File: src/inc/cif_pkg.sv
// package for the external control input function block
// shared by the top module and its two helpers; no other assumptions
package cif_pkg;

  // register offsets (byte addresses on the apb bus)
  localparam logic [7:0] OFF_SEL   = 8'h00;
  localparam logic [7:0] OFF_CMD   = 8'h04;
  localparam logic [7:0] OFF_STAT  = 8'h08;
  localparam logic [7:0] OFF_MASK  = 8'h0c;
  localparam logic [7:0] OFF_STATE = 8'h10;

  // reset values
  localparam logic [7:0] SEL_RST  = 8'h00;
  localparam logic [3:0] MASK_RST = 4'h0;
  localparam logic [3:0] STAT_RST = 4'h0;

  // command register field
  localparam int unsigned CMD_REMOTE_RESET = 0;

  // trip cause positions
  localparam int unsigned NTRIP    = 5;
  localparam int unsigned TRIP_SC  = 0;
  localparam int unsigned TRIP_EF  = 1;
  localparam int unsigned TRIP_UB  = 2;
  localparam int unsigned TRIP_TH  = 3;
  localparam int unsigned TRIP_ST  = 4;
  localparam logic [4:0] FAULT_MSK = 5'h07;

  // interrupt status positions
  localparam int unsigned NEV      = 4;
  localparam int unsigned EV_TRIP  = 0;
  localparam int unsigned EV_EXT   = 1;
  localparam int unsigned EV_RESET = 2;
  localparam int unsigned EV_STALL = 3;

  // synchronised pins
  localparam int unsigned NPIN    = 3;
  localparam int unsigned PIN_EXT = 0;
  localparam int unsigned PIN_PRG = 1;
  localparam int unsigned PIN_RST = 2;

  // selector switch layout, switch 8 at the top, switch 1 at bit 0
  typedef struct packed {
    logic any_trip_latch_enable;
    logic fault_trip_latch_enable;
    logic external_master_reset_enable;
    logic external_trip_enable;
    logic earth_fault_block_enable;
    logic unbalance_block_enable;
    logic external_restart_inhibit_enable;
    logic speed_switch_stall_enable;
  } cif_cfg_s;

endpackage

File: src/rtl/cif_sync.sv
// two flip-flop synchroniser for the pins of the block
// pins are asynchronous to pclk; only the second stage is read outside
`timescale 1ns/10ps
module cif_sync (
  input  wire logic                     pclk,
  input  wire logic                     presetn,
  input  wire logic [cif_pkg::NPIN-1:0] pin_a,
  output logic      [cif_pkg::NPIN-1:0] pin_s
);
  logic [cif_pkg::NPIN-1:0] meta_q;

  always_ff @(posedge pclk or negedge presetn) begin
    if (!presetn) begin
      meta_q <= '0;
      pin_s  <= '0;
    end else begin
      meta_q <= pin_a;
      pin_s  <= meta_q;
    end
  end
endmodule

File: src/rtl/cif_latch.sv
// trip output holding stage, one bit per trip cause
// a present cause always wins over the clear, so no trip is lost
`timescale 1ns/10ps
module cif_latch (
  input  wire logic                      pclk,
  input  wire logic                      presetn,
  input  wire logic [cif_pkg::NTRIP-1:0] cause,
  input  wire logic [cif_pkg::NTRIP-1:0] latch_en,
  input  wire logic                      clr,
  output logic      [cif_pkg::NTRIP-1:0] trip_q
);
  logic [cif_pkg::NTRIP-1:0] hold;
  logic [cif_pkg::NTRIP-1:0] trip_d;

  // unlatched bits follow their cause; latched ones hold until cleared
  assign hold   = trip_q & latch_en & ~{cif_pkg::NTRIP{clr}};
  assign trip_d = cause | hold;

  always_ff @(posedge pclk or negedge presetn) begin
    if (!presetn) begin
      trip_q <= '0;
    end else begin
      trip_q <= trip_d;
    end
  end
endmodule

File: src/rtl/cif_top.sv
// external control input function and trip latching, apb slave
// pins come in asynchronous; trip causes come from logic on pclk
`timescale 1ns/10ps
module cif_top (
  input  wire logic                      pclk,
  input  wire logic                      presetn,
  input  wire logic                      psel,
  input  wire logic                      penable,
  input  wire logic                      pwrite,
  input  wire logic [7:0]                paddr,
  input  wire logic [31:0]               pwdata,
  output logic      [31:0]               prdata,
  output logic                           pready,
  output logic                           pslverr,
  input  wire logic                      external_control_input,
  input  wire logic                      program_button,
  input  wire logic                      reset_button,
  input  wire logic                      motor_starting,
  input  wire logic [cif_pkg::NTRIP-1:0] trip_cause,
  output logic      [cif_pkg::NTRIP-1:0] trip_out,
  output logic                           trip_relay_a,
  output logic                           stall_indication,
  output logic                           stall_count_stop,
  output logic                           restart_inhibit,
  output logic                           unbalance_block,
  output logic                           earth_fault_block,
  output logic                           unbalance_restart,
  output logic                           earth_fault_restart,
  output logic                           master_reset,
  output logic                           irq
);

  function automatic logic rose(input logic cur, input logic prev);
    return cur & ~prev;
  endfunction

  // pin synchronisation
  logic [cif_pkg::NPIN-1:0] pin_s;
  logic                     ext_s;
  logic                     prg_s;
  logic                     rst_s;

  cif_sync u_sync (
    .pclk    (pclk),
    .presetn (presetn),
    .pin_a   ({reset_button, program_button, external_control_input}),
    .pin_s   (pin_s)
  );

  assign ext_s = pin_s[cif_pkg::PIN_EXT];
  assign prg_s = pin_s[cif_pkg::PIN_PRG];
  assign rst_s = pin_s[cif_pkg::PIN_RST];

  // registers
  logic [7:0]              sel_q;
  logic [cif_pkg::NEV-1:0] mask_q;
  logic [cif_pkg::NEV-1:0] stat_q;
  logic [cif_pkg::NEV-1:0] stat_d;
  logic                    remote_q;
  logic                    ext_prev_q;
  logic                    prg_prev_q;
  logic                    combo_prev_q;
  logic [cif_pkg::NTRIP-1:0] trip_prev_q;
  cif_pkg::cif_cfg_s       cfg;

  // selector register read straight out is the displayed checksum
  assign cfg = cif_pkg::cif_cfg_s'(sel_q);

  // apb decode
  logic setup;
  logic access;
  logic wr;
  logic rd_stat;
  logic a_sel;
  logic a_cmd;
  logic a_stat;
  logic a_mask;
  logic a_state;
  logic mapped;
  logic [31:0] rd_val;
  logic [31:0] state_val;

  assign setup   = psel & ~penable;
  assign access  = psel & penable & pready;
  assign wr      = access & pwrite;
  assign rd_stat = access & ~pwrite & a_stat;
  assign a_sel   = paddr == cif_pkg::OFF_SEL;
  assign a_cmd   = paddr == cif_pkg::OFF_CMD;
  assign a_stat  = paddr == cif_pkg::OFF_STAT;
  assign a_mask  = paddr == cif_pkg::OFF_MASK;
  assign a_state = paddr == cif_pkg::OFF_STATE;
  assign mapped  = a_sel | a_cmd | a_stat | a_mask | a_state;

  assign state_val = {22'h000000, restart_inhibit, stall_count_stop,
                      earth_fault_block, unbalance_block, ext_s, trip_out};

  assign rd_val = a_sel   ? {24'h000000, sel_q} :
                  a_stat  ? {28'h0000000, stat_q} :
                  a_mask  ? {28'h0000000, mask_q} :
                  a_state ? state_val : 32'h00000000;

  // read data is captured in setup so the status snapshot is stable
  logic [31:0] prdata_d;
  assign prdata_d = setup  ? (pwrite ? 32'h00000000 : rd_val) :
                    access ? 32'h00000000 : prdata;

  always_ff @(posedge pclk or negedge presetn) begin
    if (!presetn) begin
      prdata  <= 32'h00000000;
      pready  <= 1'b0;
      pslverr <= 1'b0;
    end else begin
      prdata  <= prdata_d;
      pready  <= setup;
      pslverr <= setup & ~mapped;
    end
  end

  always_ff @(posedge pclk or negedge presetn) begin
    if (!presetn) begin
      sel_q    <= cif_pkg::SEL_RST;
      mask_q   <= cif_pkg::MASK_RST;
      remote_q <= 1'b0;
    end else begin
      if (wr && a_sel) begin
        sel_q <= pwdata[7:0];
      end
      if (wr && a_mask) begin
        mask_q <= pwdata[cif_pkg::NEV-1:0];
      end
      remote_q <= wr & a_cmd & pwdata[cif_pkg::CMD_REMOTE_RESET];
    end
  end

  // input functions
  logic ub_blk_d;
  logic ef_blk_d;
  logic ext_trip;
  logic master_d;
  logic stop_d;
  logic prg_rise;
  logic combo_rise;
  logic clr;

  assign ub_blk_d = cfg.unbalance_block_enable & ext_s;
  assign ef_blk_d = cfg.earth_fault_block_enable & ext_s;
  assign ext_trip = cfg.external_trip_enable & ext_s;
  assign master_d = cfg.external_master_reset_enable & ext_s;

  // stop stays until the start-up ends
  assign stop_d = cfg.speed_switch_stall_enable & motor_starting &
                  (stall_count_stop | (ext_s ^ ext_prev_q));

  assign prg_rise   = rose(prg_s, prg_prev_q);
  assign combo_rise = rose(prg_s & rst_s, combo_prev_q);
  assign clr = prg_rise | combo_rise | remote_q | master_d;

  // blocked units see no cause, so a release starts a fresh timing
  logic [cif_pkg::NTRIP-1:0] cause_m;
  logic [cif_pkg::NTRIP-1:0] latch_en;
  logic [cif_pkg::NTRIP-1:0] fault_en;
  logic [cif_pkg::NTRIP-1:0] any_en;

  assign cause_m = trip_cause &
                   ~({4'h0, unbalance_block} << cif_pkg::TRIP_UB) &
                   ~({4'h0, earth_fault_block} << cif_pkg::TRIP_EF);
  assign fault_en = {cif_pkg::NTRIP{cfg.fault_trip_latch_enable}} & cif_pkg::FAULT_MSK;
  assign any_en   = {cif_pkg::NTRIP{cfg.any_trip_latch_enable}};
  assign latch_en = fault_en | any_en;

  cif_latch u_latch (
    .pclk     (pclk),
    .presetn  (presetn),
    .cause    (cause_m),
    .latch_en (latch_en),
    .clr      (clr),
    .trip_q   (trip_out)
  );

  always_ff @(posedge pclk or negedge presetn) begin
    if (!presetn) begin
      stall_indication    <= 1'b0;
      stall_count_stop    <= 1'b0;
      restart_inhibit     <= 1'b0;
      unbalance_block     <= 1'b0;
      earth_fault_block   <= 1'b0;
      unbalance_restart   <= 1'b0;
      earth_fault_restart <= 1'b0;
      master_reset        <= 1'b0;
      trip_relay_a        <= 1'b0;
    end else begin
      stall_indication    <= cfg.speed_switch_stall_enable & ext_s;
      stall_count_stop    <= stop_d;
      restart_inhibit     <= cfg.external_restart_inhibit_enable & ext_s;
      unbalance_block     <= ub_blk_d;
      earth_fault_block   <= ef_blk_d;
      unbalance_restart   <= unbalance_block & ~ub_blk_d;
      earth_fault_restart <= earth_fault_block & ~ef_blk_d;
      master_reset        <= master_d;
      // external trips bypass the trip record entirely
      trip_relay_a        <= ext_trip | (|trip_out);
    end
  end

  // interrupts: sticky events cleared by reading the status register
  logic [cif_pkg::NEV-1:0] ev;
  logic [cif_pkg::NEV-1:0] rd_clr;

  assign ev[cif_pkg::EV_TRIP]  = |(trip_out & ~trip_prev_q);
  assign ev[cif_pkg::EV_EXT]   = rose(ext_s, ext_prev_q);
  assign ev[cif_pkg::EV_RESET] = clr;
  assign ev[cif_pkg::EV_STALL] = stop_d & ~stall_count_stop;

  // only bits that were actually returned are cleared; set wins
  assign rd_clr = rd_stat ? prdata[cif_pkg::NEV-1:0] : cif_pkg::STAT_RST;
  assign stat_d = (stat_q & ~rd_clr) | ev;

  always_ff @(posedge pclk or negedge presetn) begin
    if (!presetn) begin
      stat_q       <= cif_pkg::STAT_RST;
      irq          <= 1'b0;
      ext_prev_q   <= 1'b0;
      prg_prev_q   <= 1'b0;
      combo_prev_q <= 1'b0;
      trip_prev_q  <= '0;
    end else begin
      stat_q       <= stat_d;
      irq          <= |(stat_d & mask_q);
      ext_prev_q   <= ext_s;
      prg_prev_q   <= prg_s;
      combo_prev_q <= prg_s & rst_s;
      trip_prev_q  <= trip_out;
    end
  end
endmodule

File: config.mk
export PLATFORM = sky130hd
export DESIGN_NAME = cif_top
export DESIGN_NICKNAME = d
export VERILOG_FILES = /design/src/inc/cif_pkg.sv /design/src/rtl/cif_sync.sv /design/src/rtl/cif_latch.sv /design/src/rtl/cif_top.sv
export SDC_FILE = /design/constraint.sdc
export NUM_CORES = 1
export LEC_CHECK = 0
export BUFFER_PORTS_ARGS = -buffer_cell sky130_fd_sc_hd__buf_2
export CAP_MARGIN = 25
export CORE_ASPECT_RATIO = 0.5
export CORE_MARGIN = 4
export CORE_UTILIZATION = 51
export DETAILED_ROUTE_END_ITERATION = 8
export GPL_ROUTABILITY_DRIVEN = 1
export PLACE_DENSITY = 0.83
export SETUP_SLACK_MARGIN = 0.05
export SYNTH_ARGS = -nofsm -noshare
export SYNTH_HDL_FRONTEND = slang
export SYNTH_SLANG_ARGS = --single-unit
export TNS_END_PERCENT = 50
File: constraint.sdc
create_clock -name pclk -period 2.2 [get_ports pclk]
set_input_delay 0 -clock pclk [delete_from_list [all_inputs] [get_ports pclk]]
set_output_delay 0 -clock pclk [all_outputs]
set_load 0.01 [all_outputs]
* Word level (Yosys, flattened, before mapping) *
Cells that the tools add are included.
W data, S select, Z words.

word-level totals
  bits in writable memories = 0
  register bits = 80
  bits in read-only memories = 0
  latch bits = 0
  input port bits = 54
  word-level logic and storage cells = 101
  memories = 0
  output and inout port bits = 49

operators by class
  mux-type cells = 8
  $add $sub $neg = 0
  bitwise logic cells = 58
  reductions and logical operators = 7
  multipliers = 0
  divide/modulo/power cells = 0
  shift-type cells = 0
  eq/ne operators = 4
  magnitude comparators = 0

operators with widths
  cell                  count
  $mux W32              2
  $mux W10              5
  $and A5 B5 Y5         5
  $and A1 B1 Y1         24
  $eq A8 B4 Y1 const B  2
  $not A5 Y5            2
  $reduce_or A5 Y1      2
  $not A1 Y1            9
  $or A1 B1 Y1          9
  $and A4 B4 Y4         2
  $eq A8 B3 Y1 const B  1
  $eq A8 B5 Y1 const B  1
  $logic_not A8 Y1      1
  $not A2 Y5            1
  $not A3 Y5            1
  $or A3 B5 Y5          1
  $or A5 B5 Y5          1
  $mux W4               1
  $not A4 Y4            1
  $or A4 B4 Y4          1
  $reduce_or A4 Y1      1
  $logic_and A1 B1 Y1   2
  $reduce_bool A2 Y1    1
  $xor A1 B1 Y1         1

* Logic depth before layout (Yosys ltp) *
Gate-level depths: netlist of the first run.

  depth in word-level cells = 10
  mapped depth = 6
  gate-level depth less buffers = 6

* Hierarchy *
From an unflattened synthesis of the first run, not the netlist that was laid out.

unflattened totals
  cells, all modules = 219
  area total of the unflattened synthesis = 2541.2 sq um

by module, submodules not included
  module     cells an instance  times used  seq. area each (sq um)  area an instance (sq um)
  cif_top    198                1           1176.1                  2209.6
  cif_latch  15                 1           125.1                   181.4
  cif_sync   6                  1           150.1                   150.1

* Worst setup path after synthesis of the first run *
No wires, ideal clock.

  kind = in2reg
  from = input paddr[7]
  to = register prdata[4]
  slack = 0.582 ns
  data required time = 2.133 ns
  buffers on the path = 1
  setup time = 0.067 ns
  cell stages on the path = 6
  arrival = 1.552 ns
  cells stage by stage = or4_4 -> or4_1 -> buf_2 -> nor4_4 -> a22oi_1 -> nand2_1

on the way
  cells in the longest elaborated chain, start to end = 7
  elaborated cells between the ends (all ways) = 10
  those cells by class = 3 x eq/ne; 6 x mux; 1 x reduce/logical

ends and longest elaborated chain
  element               line            RTL
  start, declared       cif_top.sv:10   input wire logic [7:0] paddr,
  $eq A8 B5 Y1          cif_top.sv:91   assign a_state = paddr == cif_pkg::OFF_STATE;
  $mux W10              cif_top.sv:100  a_state ? state_val : 32'h00000000;
  $mux W10              cif_top.sv:99   a_mask ? {28'h0000000, mask_q} :
  $mux W10              cif_top.sv:98   a_stat ? {28'h0000000, stat_q} :
  $mux W10 *            cif_top.sv:97   assign rd_val = a_sel ? {24'h000000, sel_q} :
  $mux W10 *            cif_top.sv:104  assign prdata_d = setup ? (pwrite ? 32'h00000000 : rd_val) :
  $mux W32 *            cif_top.sv:104
  end signal, assigned  cif_top.sv:113  prdata <= prdata_d;
  end, declared         cif_top.sv:12   output logic [31:0] prdata,

Every way passes the cells marked *; elsewhere a longest branch is shown, timed or not.
A chain may end at the register's enable or synchronous reset.

* Worst setup path in the final report of the first run *
  from = input pwrite
  to = register irq

on the way
  cells in the longest elaborated chain, start to end = 9

ends and longest elaborated chain
  element                      line            RTL
  start, declared              cif_top.sv:9    input wire logic pwrite,
  $not A1 Y1                   cif_top.sv:86   assign rd_stat = access & ~pwrite & a_stat;
  $and A1 B1 Y1 (2 in series)  cif_top.sv:86
  $mux W4                      cif_top.sv:215  assign rd_clr = rd_stat ? prdata[cif_pkg::NEV-1:0] : cif_pkg::STAT_RST;
  $not A4 Y4                   cif_top.sv:216  assign stat_d = (stat_q & ~rd_clr) | ev;
  $and A4 B4 Y4                cif_top.sv:216
  $or A4 B4 Y4                 cif_top.sv:216
  $and A4 B4 Y4                cif_top.sv:228  irq <= |(stat_d & mask_q);
  $reduce_or A4 Y1             cif_top.sv:228
  end signal, assigned         cif_top.sv:228
  end, declared                cif_top.sv:30   output logic irq

Every way passes these cells.

==> results of run 1 <==
==> metrics by stage <==
| step | setup WS [ns] | instances | instance area [um^2] | hold WS, ns |
|---|---|---|---|---|
| finish | 0.237 | 375 | 3180 | 0.00980 |
| global route | 0.129 | 375 | 3180 | 0.0180 |
| CTS | 0.196 | 375 | 3170 | 0.00245 |
| detailed placement | 0.179 | 339 | 2790 | 0.110 |
| global placement | 0.215 | 339 | 2790 | 0.109 |
| floorplan | 0.582 | 237 | 2560 | -0.296 |
==> cells in the mapped netlist, drive strengths merged, types with 2 or more instances <==
library cell / n
dfrtp: 58
nand2: 24
buf: 23
inv: 16
mux2: 11
a21oi: 10
nor2: 8
and2: 6
a2bb2oi: 5
o21ai: 5
a22o: 4
a22oi: 4
o31ai: 4
a21o: 3
clkbuf: 3
nand4: 3
nor3: 3
nor4: 3
a211oi: 2
a31o: 2
a31oi: 2
nand2b: 2
nand4b: 2
o211ai: 2
or4: 2
==> state kept, by name (all words and copies together), names as in the netlist, 3 cells and up <==
name,cells
mask_q,4
cfg,8
u_sync.pin_s,3
prdata,10
u_latch.trip_q,5
trip_prev_q,5
stat_q,4
u_sync.meta_q,3
==> cell type report <==
cell class,count,share of cell area
Timing Repair Buffer,83,0.169
Multi-Input combinational cell,137,0.276
Inverter,16,0.0189
Tap cell,66,0.0260
Clock inverter,2,0.00394
Clock buffer,13,0.0500
Sequential cell,58,0.457
==> routing by layer <==
metal | GRT usage | up-vias
li1 | - | 894
met2 | 0.374 | 120
met4 | 0.0801 | 0
met5 | 0 | -
met3 | 0.0701 | 19
met1 | 0.254 | 961
==> where the power goes <==
group | total [mW] | internal [mW] | switching [mW]
clock network | 0.857 | 0.462 | 0.395
registers | 1.11 | 1.09 | 0.0176
logic | 0.183 | 0.0778 | 0.105
==> worst paths after layout <==
path	from	to	slack, ns	cells past startpoint
max in group asynchronous	presetn	cfg[6]$_DFFE_PN0P_	1.15	3
min	paddr[5]	pslverr$_DFF_PN0_	0.01	3
max reg2reg	pready$_DFF_PN0_	mask_q[1]$_DFFE_PN0P_	0.46	3
max	pwrite	irq$_DFF_PN0_	0.24	7
min in group asynchronous	presetn	trip_prev_q[4]$_DFF_PN0_	0.35	2
min reg2reg	u_sync.meta_q[1]$_DFF_PN0_	u_sync.pin_s[1]$_DFF_PN0_	0.35	0
==> cells in the final DEF (no fill, tap or decap), types with 2 or more instances in the layout <==
| cell type | netlist | final |
|---|---|---|
| sky130_fd_sc_hd__buf_2 | 1 | 56 |
| sky130_fd_sc_hd__conb_1 | 1 | 22 |
| sky130_fd_sc_hd__a211oi_1 | 2 | 2 |
| sky130_fd_sc_hd__o31ai_1 | 4 | 4 |
| sky130_fd_sc_hd__dfrtp_1 | 58 | 58 |
| sky130_fd_sc_hd__dlygate4sd3_1 | 0 | 21 |
| sky130_fd_sc_hd__a21oi_1 | 10 | 10 |
| sky130_fd_sc_hd__a2bb2oi_1 | 5 | 5 |
| sky130_fd_sc_hd__mux2_2 | 11 | 11 |
| sky130_fd_sc_hd__o211ai_1 | 2 | 2 |
| sky130_fd_sc_hd__clkbuf_8 | 0 | 11 |
| sky130_fd_sc_hd__nand4b_1 | 2 | 2 |
| sky130_fd_sc_hd__a31oi_1 | 2 | 2 |
| sky130_fd_sc_hd__inv_1 | 16 | 16 |
| sky130_fd_sc_hd__o21ai_0 | 4 | 4 |
| sky130_fd_sc_hd__nor2_1 | 7 | 7 |
| sky130_fd_sc_hd__nand2_1 | 24 | 24 |
| sky130_fd_sc_hd__a31o_2 | 2 | 2 |
| sky130_fd_sc_hd__buf_4 | 22 | 6 |
| sky130_fd_sc_hd__a21o_1 | 3 | 3 |
| sky130_fd_sc_hd__a22o_1 | 4 | 4 |
| sky130_fd_sc_hd__nand4_1 | 3 | 3 |
| sky130_fd_sc_hd__clkbuf_1 | 3 | 2 |
| sky130_fd_sc_hd__a22oi_1 | 4 | 4 |
| sky130_fd_sc_hd__and2_1 | 6 | 6 |
| sky130_fd_sc_hd__nor3_1 | 2 | 2 |
| sky130_fd_sc_hd__nand2b_1 | 2 | 2 |
==> repair_timing <==
| action | 4_1_cts | 5_1_grt |
|---|---|---|
| resized for setup | 0 | 1 |
| hold buffers | 21 | 0 |
| endpoints found under the hold margin | 65 | 0 |
| setup endpoints to repair | 0 | 1 |
| setup buffers | 0 | 0 |
==> cell families (layout without fill, tap and decap cells) <==
| group | Yosys count | after routing |
|---|---|---|
| DFF | 58 | 58 |
| and+or+nand+nor | 57 | 57 |
| AOI/OAI and AO/OA | 46 | 46 |
| buffers and inverters | 42 | 114 |
| muxes | 11 | 11 |
| adders and majority gates | 1 | 1 |
| other | 1 | 22 |
==> worst max-delay path: stages <==
cell                            delay [ns]
sky130_fd_sc_hd__dlygate4sd3_1        0.56
sky130_fd_sc_hd__buf_2                0.15
sky130_fd_sc_hd__or4b_2               0.64
sky130_fd_sc_hd__nor3_4               0.34
sky130_fd_sc_hd__nand2_1              0.14
sky130_fd_sc_hd__a31oi_1              0.21
sky130_fd_sc_hd__o2111ai_1            0.13
==> summary by stage, run 1 <==
Detailed routing
Using the TritonRoute via totals, the vias-per-cell ratio works out to 5.32. Routed signal wires occupy layers up through met4. The first-pass iteration count of the detailed router is 7. Detailed routing placed a total of 668 um of wire on met3. Detailed routing inserted a total of 1994 vias. For this run, design rule violations remaining after detail routing come to 0. Detailed routing placed a total of 3.10 mm of wire on met2. In the final routed layout, each cell accounts on average for 17.0 um.

The detailed-route wire length on metal 1 is 2.46 mm. Once detail routing completed, the nets flagged for antenna violations numbered 0. The routed design has 6.39 mm of wire.

The DRC violation total after the first TritonRoute iteration is 191.

Yosys
The post-synthesis share of cell area spent on full adders, half adders and majority gates is 0.00504. Yosys attributes the largest share of cell area to sky130_fd_sc_hd__dfrtp_1 58%, sky130_fd_sc_hd__buf_4 6.6%, sky130_fd_sc_hd__mux2_2 5.0%. The most used flip-flop cell after synthesis is sky130_fd_sc_hd__dfrtp_1. The mean instance size in the synthesized netlist is 11.5 um^2. The share of cell area taken by muxes after synthesis is 0.0499. By area, the combinational part of the netlist is dominated by simple AND/OR/NAND/NOR gates.

Of the total synthesized cell area, the portion taken by XOR and XNOR cells is 0. Of the post-synthesis cell area, the dominant cell type holds 0.584. The async set or reset register ratio after synthesis is 1.00. The register area share after synthesis is 0.584. During synthesis, Yosys emitted a total of 0 warnings. Yosys mapped a number of flops with a built-in enable equal to 0. The post-synthesis instance area is 2480 um^2. The compound-cell area share of the yosys netlist is 0.130. Counting flops and latches in the post-synthesis netlist gives 58. The biggest area contributor in the post-synthesis netlist is sky130_fd_sc_hd__dfrtp_1.

In this run, distinct cell masters in the synthesized netlist total 41. Of the total synthesized cell area, the portion taken by AND, OR, NAND and NOR gates is 0.131. Synthesis handed over a netlist of 216 instances.

Critical path
The worst setup path is captured at a register. The data arrival time of the critical path is 2.17 ns. STA classifies the critical path startpoint as an input port.

The category of the most critical setup path is input port to register. Of all nets on the critical path, the largest fanout is 7. The required time at the endpoint of the critical path is 2.40 ns.

Clock network
Clock tree synthesis inserted a total of 9 buffers. The clock edge transition at the registers on the reported setup and hold paths is 0.06 ns. The TritonCTS clock tree is yes. The buffer levels on the longest clock path is 2.

The clock net in this run drives a total of 58 sinks. The insertion delay of the later-clocked pin in the worst-skew pair is 0.34 ns. The cell at the root of the clock tree is sky130_fd_sc_hd__clkbuf_8. The H-tree was split into 3 levels.

Timing
The actual transition at the worst max-transition pin is 0.935 ns. The number of setup violations in the final report is 0. The number of pins exceeding their max-slew limit in the final report came to 0. The hold violation total from the final report came to 0. Dividing the final minimum period by the clock period gives 0.892. The setup TNS is 0 ns. The clock period minus final worst setup slack is 1.96 ns. Setup repair after global routing left no endpoint under its margin.

Between clock sinks in the finished design, the worst skew comes to 0.0116 ns. The headroom to the max-slew limit is 0.377. Based on the critical path, the design can be clocked at up to 509 MHz.

Finish
The number of antenna diodes in the final layout is 0. The number of fill cells in the layout is 320. The area of the multi-input gates is 876 um^2. The proportion of layout cells with a drive suffix above 1 is 0.311. The final core utilization is 0.698. Across the whole layout, storage elements account for 1450 um^2. The final layout contains 360 nets. Relative to the synthesized area, the layout overhead comes to 27.9%.

Floorplan
The total die area is 6120 um^2. The initialized floorplan defines 17 standard-cell rows. The effective utilization at floorplan is 0.546. In this run the standard cell core region covers 4550 um^2.

The floorplan step set the die width to 107 um. The vertical extent of the die is 57.3 um. The number of top-level design ports is 103.

Global routing
The wire length of the first global-routing pass is 9.92 mm. The largest net degree at the start of global routing is 44. The global-route usage over all layers is 0.215. The residual overflow from global routing is 0. The initial antenna violation count is 0. The via count of the first global-routing pass is 1974.

Worst hold path
The min-delay analysis places its worst path in the category input port to register.

Power and ir drop
The leakage power summed over all cells is 1.64 nW. VDD sags by at most 468 uV. Summing internal, switching and leakage power gives 2.15 mW. The areal power density over the cells is 676 nW/um^2.

Run status
The flow ran to the end, and the final reports show no timing, DRC or antenna violations.

Flow run
Max-cap violations in this run came to 0.

Place
The placer congestion estimate is 0.945. The count of buffers inserted at the top-level ports is 56. Detailed placement ended at an HPWL of 4.12 mm.
No activity file was read; power rests on OpenSTA's default activity.
==> run 2, diff against run 1 <==
--- a/config.mk
+++ b/config.mk
@@ -7,9 +7,11 @@
 export LEC_CHECK = 0
 export BUFFER_PORTS_ARGS = -buffer_cell sky130_fd_sc_hd__buf_2
 export CAP_MARGIN = 25
+export CELL_PAD_IN_SITES_DETAIL_PLACEMENT = 2
+export CELL_PAD_IN_SITES_GLOBAL_PLACEMENT = 2
 export CORE_ASPECT_RATIO = 0.5
 export CORE_MARGIN = 4
-export CORE_UTILIZATION = 51
+export CORE_UTILIZATION = 31
 export DETAILED_ROUTE_END_ITERATION = 8
 export GPL_ROUTABILITY_DRIVEN = 1
 export PLACE_DENSITY = 0.83
==> run 2 against run 1 <==
Against the previous run:
- clock skew is 0.0024 ns lower
- utilization fell by 24 points
- first-iteration DRC count fell by 50%
- die area up 57%
- sequential power about the same
- count of clock-buffer cells in the layout unchanged
- cell count increased by 12%
- sequential share of layout area decreased by 3.3 points
- non-clock buffer count up 1
- global-route usage grew 0.50 points
- flip-flop and latch count stayed put
- clock power is 91% higher
- critical path type unchanged
- critical endpoint unchanged
- highest routed layer unchanged
==> summary by stage, run 2 (synthesis results as in run 1) <==
Place
The count of buffers inserted at the top-level ports is 56 (unchanged). The placer congestion estimate is 0.865 (was 0.945). The worst-case setup slack after placement is 0.116 ns (was 0.179 ns). The instance count after placement with tap cells included is 384 (was 339). The placed wire-length estimate is 5.83 mm (was 4.12 mm).

Clock network
The cell at the root of the clock tree was sky130_fd_sc_hd__clkbuf_16 (was sky130_fd_sc_hd__clkbuf_8). The total CTS buffers is 9 (unchanged). The clock edge transition at the registers on the reported setup and hold paths is 0.06 ns (about the same). The buffer levels on the longest clock path is 2 (unchanged).

The TritonCTS clock tree was yes (unchanged). The number of H-tree levels is 3 (unchanged). The clock sink total was 58 (unchanged).

The insertion delay of the later-clocked pin in the worst-skew pair is 0.33 ns (was 0.34 ns).

Run status
Run status: completed (unchanged).

Timing
The number of setup violations in the final report is 0 (unchanged). The highest achievable clock rate came to 484 MHz (was 509 MHz). The final period utilization is 0.940 (was 0.892).

The hold violation total from the final report was 0 (unchanged). The tightest hold margin is 0.0243 ns (was 0.00980 ns). The headroom to the max-slew limit came to 0.509 (was 0.377). The clock skew after layout is 0.00911 ns (was 0.0116 ns). The final worst setup slack came to 0.132 ns (was 0.237 ns). Setup repair after global routing missed its margin: no (unchanged). The setup TNS is 0 ns (unchanged). The number of pins exceeding their max-slew limit in the final report is 0 (unchanged). The clock period minus final worst setup slack came to 2.07 ns (was 1.96 ns).

The actual transition at the worst max-transition pin is 0.736 ns (was 0.935 ns).

Detailed routing
The average detailed-routed wire length per instance is 24.3 um (was 17.0 um). The final wirelength is 10.2 mm (was 6.39 mm). The remaining routing DRC violations is 0 (unchanged). The vias per cell was 5.04 (was 5.32).

The vias after detailed routing came to 2111 (was 1994). The DRC violation total after the first TritonRoute iteration was 95 (was 191). The number of antenna-violating nets in the routed design is 0 (unchanged).

The first-pass iteration count of the detailed router came to 4 (was 7).

Worst hold path
The worst hold path class is input port to register (unchanged).

Critical path
The category of the most critical setup path is input port to register (unchanged). The endpoint class of the critical path is a register (unchanged). The data arrival time of the critical path is 2.25 ns (was 2.17 ns). The highest-delay cell along the critical path is sky130_fd_sc_hd__or4b_2 (unchanged).

The required time at the endpoint of the critical path is 2.38 ns (was 2.40 ns). The delay contributed by the slowest stage of the critical path came to 0.67 ns (was 0.64 ns). The largest fanout of any net on the critical path is 7 (unchanged). Critical-path cell list: dlygate4sd3_1 > buf_2 > or4b_2 > nor3_4 > buf_6 > nand4_1 > o211ai_1 > o2111ai_1 (was dlygate4sd3_1 > buf_2 > or4b_2 > nor3_4 > nand2_1 > a31oi_1 > o2111ai_1).

The kind of start point of the critical path is an input port (unchanged).

Flow run
The max-cap violation count is 0 (unchanged).

Finish
The area taken by flip-flops and latches is 1450 um^2 (unchanged). The flip-flop count of the largest register after layout is 10 (unchanged). The final-stage net count came to 361 (was 360). The number of cells in the finished layout apart from fillers was 419 (was 375).

The antenna diode instance count is 0 (unchanged). The area of the multi-input gates is 876 um^2 (unchanged). The growth of design area from synthesis to finish was 37.9% (was 27.9%). Leading cell types in the layout, fill and taps excluded: 58 x sky130_fd_sc_hd__dfrtp_1, 56 x sky130_fd_sc_hd__buf_2, 24 x sky130_fd_sc_hd__nand2_1 (unchanged).

The number of fill cells in the layout is 782 (was 320). The most common library cell in the layout ignoring fill and taps is sky130_fd_sc_hd__dfrtp_1 (unchanged). The register ranked first by flip-flop count is prdata (unchanged). The proportion of layout cells with a drive suffix above 1 is 0.328 (was 0.311).

Power and ir drop
The leakage power summed over all cells is 1.73 nW (was 1.64 nW). The areal power density over the cells was 862 nW/um^2 (was 676 nW/um^2). The worst voltage drop across the vdd grid is 614 uV (was 468 uV). The overall power of the completed layout is 2.95 mW (was 2.15 mW).

Global routing
The global-route usage over all layers was 0.220 (was 0.215). The residual overflow from global routing is 0 (unchanged). The initial antenna violation count is 0 (unchanged). The largest net degree at the start of global routing is 31 (was 44). The wire length of the first global-routing pass is 15.6 mm (was 9.92 mm). The via count of the first global-routing pass was 2460 (was 1974).

Floorplan
The vertical extent of the die came to 71.3 um (was 57.3 um). The row count is 22 (was 17). The chip width is 135 um (was 107 um). The number of top-level design ports is 103 (unchanged).

The effective utilization at floorplan is 0.329 (was 0.546). The floorplan core area is 7540 um^2 (was 4550 um^2). The total die area is 9590 um^2 (was 6120 um^2).
run 2: layer usage:
layer | vias to the layer above | wire length, um | global-route usage | part of all wire
li1 | 893 | - | - | -
met1 | 1109 | 4150 | 0.262 | 0.41
met4 | 0 | 292 | 0.0971 | 0.029
met3 | 23 | 522 | 0.0603 | 0.051
met5 | - | 0 | 0 | 0
met2 | 86 | 5200 | 0.380 | 0.51
run 2: area by class of cell:
type / count / area share
Sequential cell: 58 / 0.424
Multi-Input combinational cell: 137 / 0.256
Timing Repair Buffer: 84 / 0.162
Clock buffer: 13 / 0.0818
Tap cell: 108 / 0.0394
Clock inverter: 3 / 0.0201
Inverter: 16 / 0.0175
run 2: path summary, 6_finish.rpt:
kind | startpoint | endpoint | slack [ns] | cells after the start
setup / recovery | pwrite | irq$_DFF_PN0_ | 0.13 | 8
hold / removal | paddr[1] | remote_q$_DFF_PN0_ | 0.02 | 3
setup reg to reg | u_sync.pin_s[0]$_DFF_PN0_ | irq$_DFF_PN0_ | 0.40 | 5
hold reg to reg | u_sync.meta_q[2]$_DFF_PN0_ | u_sync.pin_s[2]$_DFF_PN0_ | 0.35 | 0
max in group asynchronous | presetn | mask_q[2]$_DFFE_PN0P_ | 1.26 | 3
min in group asynchronous | presetn | trip_prev_q[3]$_DFF_PN0_ | 0.30 | 2
run 2: worst max-delay path, delay by kind of cell:
kind	cells	cell delay (ns)
compound gates	2	0.37
simple gates	3	0.96
buf+inv	3	0.91
run 2: metrics by stage:
stage | area (um^2) | util
4_1_cts | 3420 | 0.453
3_5_place_dp | 2880 | 0.381
5_1_grt | 3430 | 0.454
2_1_floorplan | 2560 | -
3_3_place_gp | 2880 | 0.381
6_report | 3430 | 0.454
run 2: where the power goes:
part / leakage [nW] / internal (mW) / switching, mW / total, mW
clock: 0.172 / 1.12 / 0.526 / 1.64
sequential: 0.734 / 1.09 / 0.0204 / 1.11
combinational: 0.827 / 0.0783 / 0.122 / 0.201
run 2: what timing repair did:
action / CTS / global route
resized for setup: 0 / 2
setup buffers: 0 / 0
hold endpoints to repair: 51 / 0
endpoints found under the setup margin: 0 / 1
hold buffers: 19 / 0
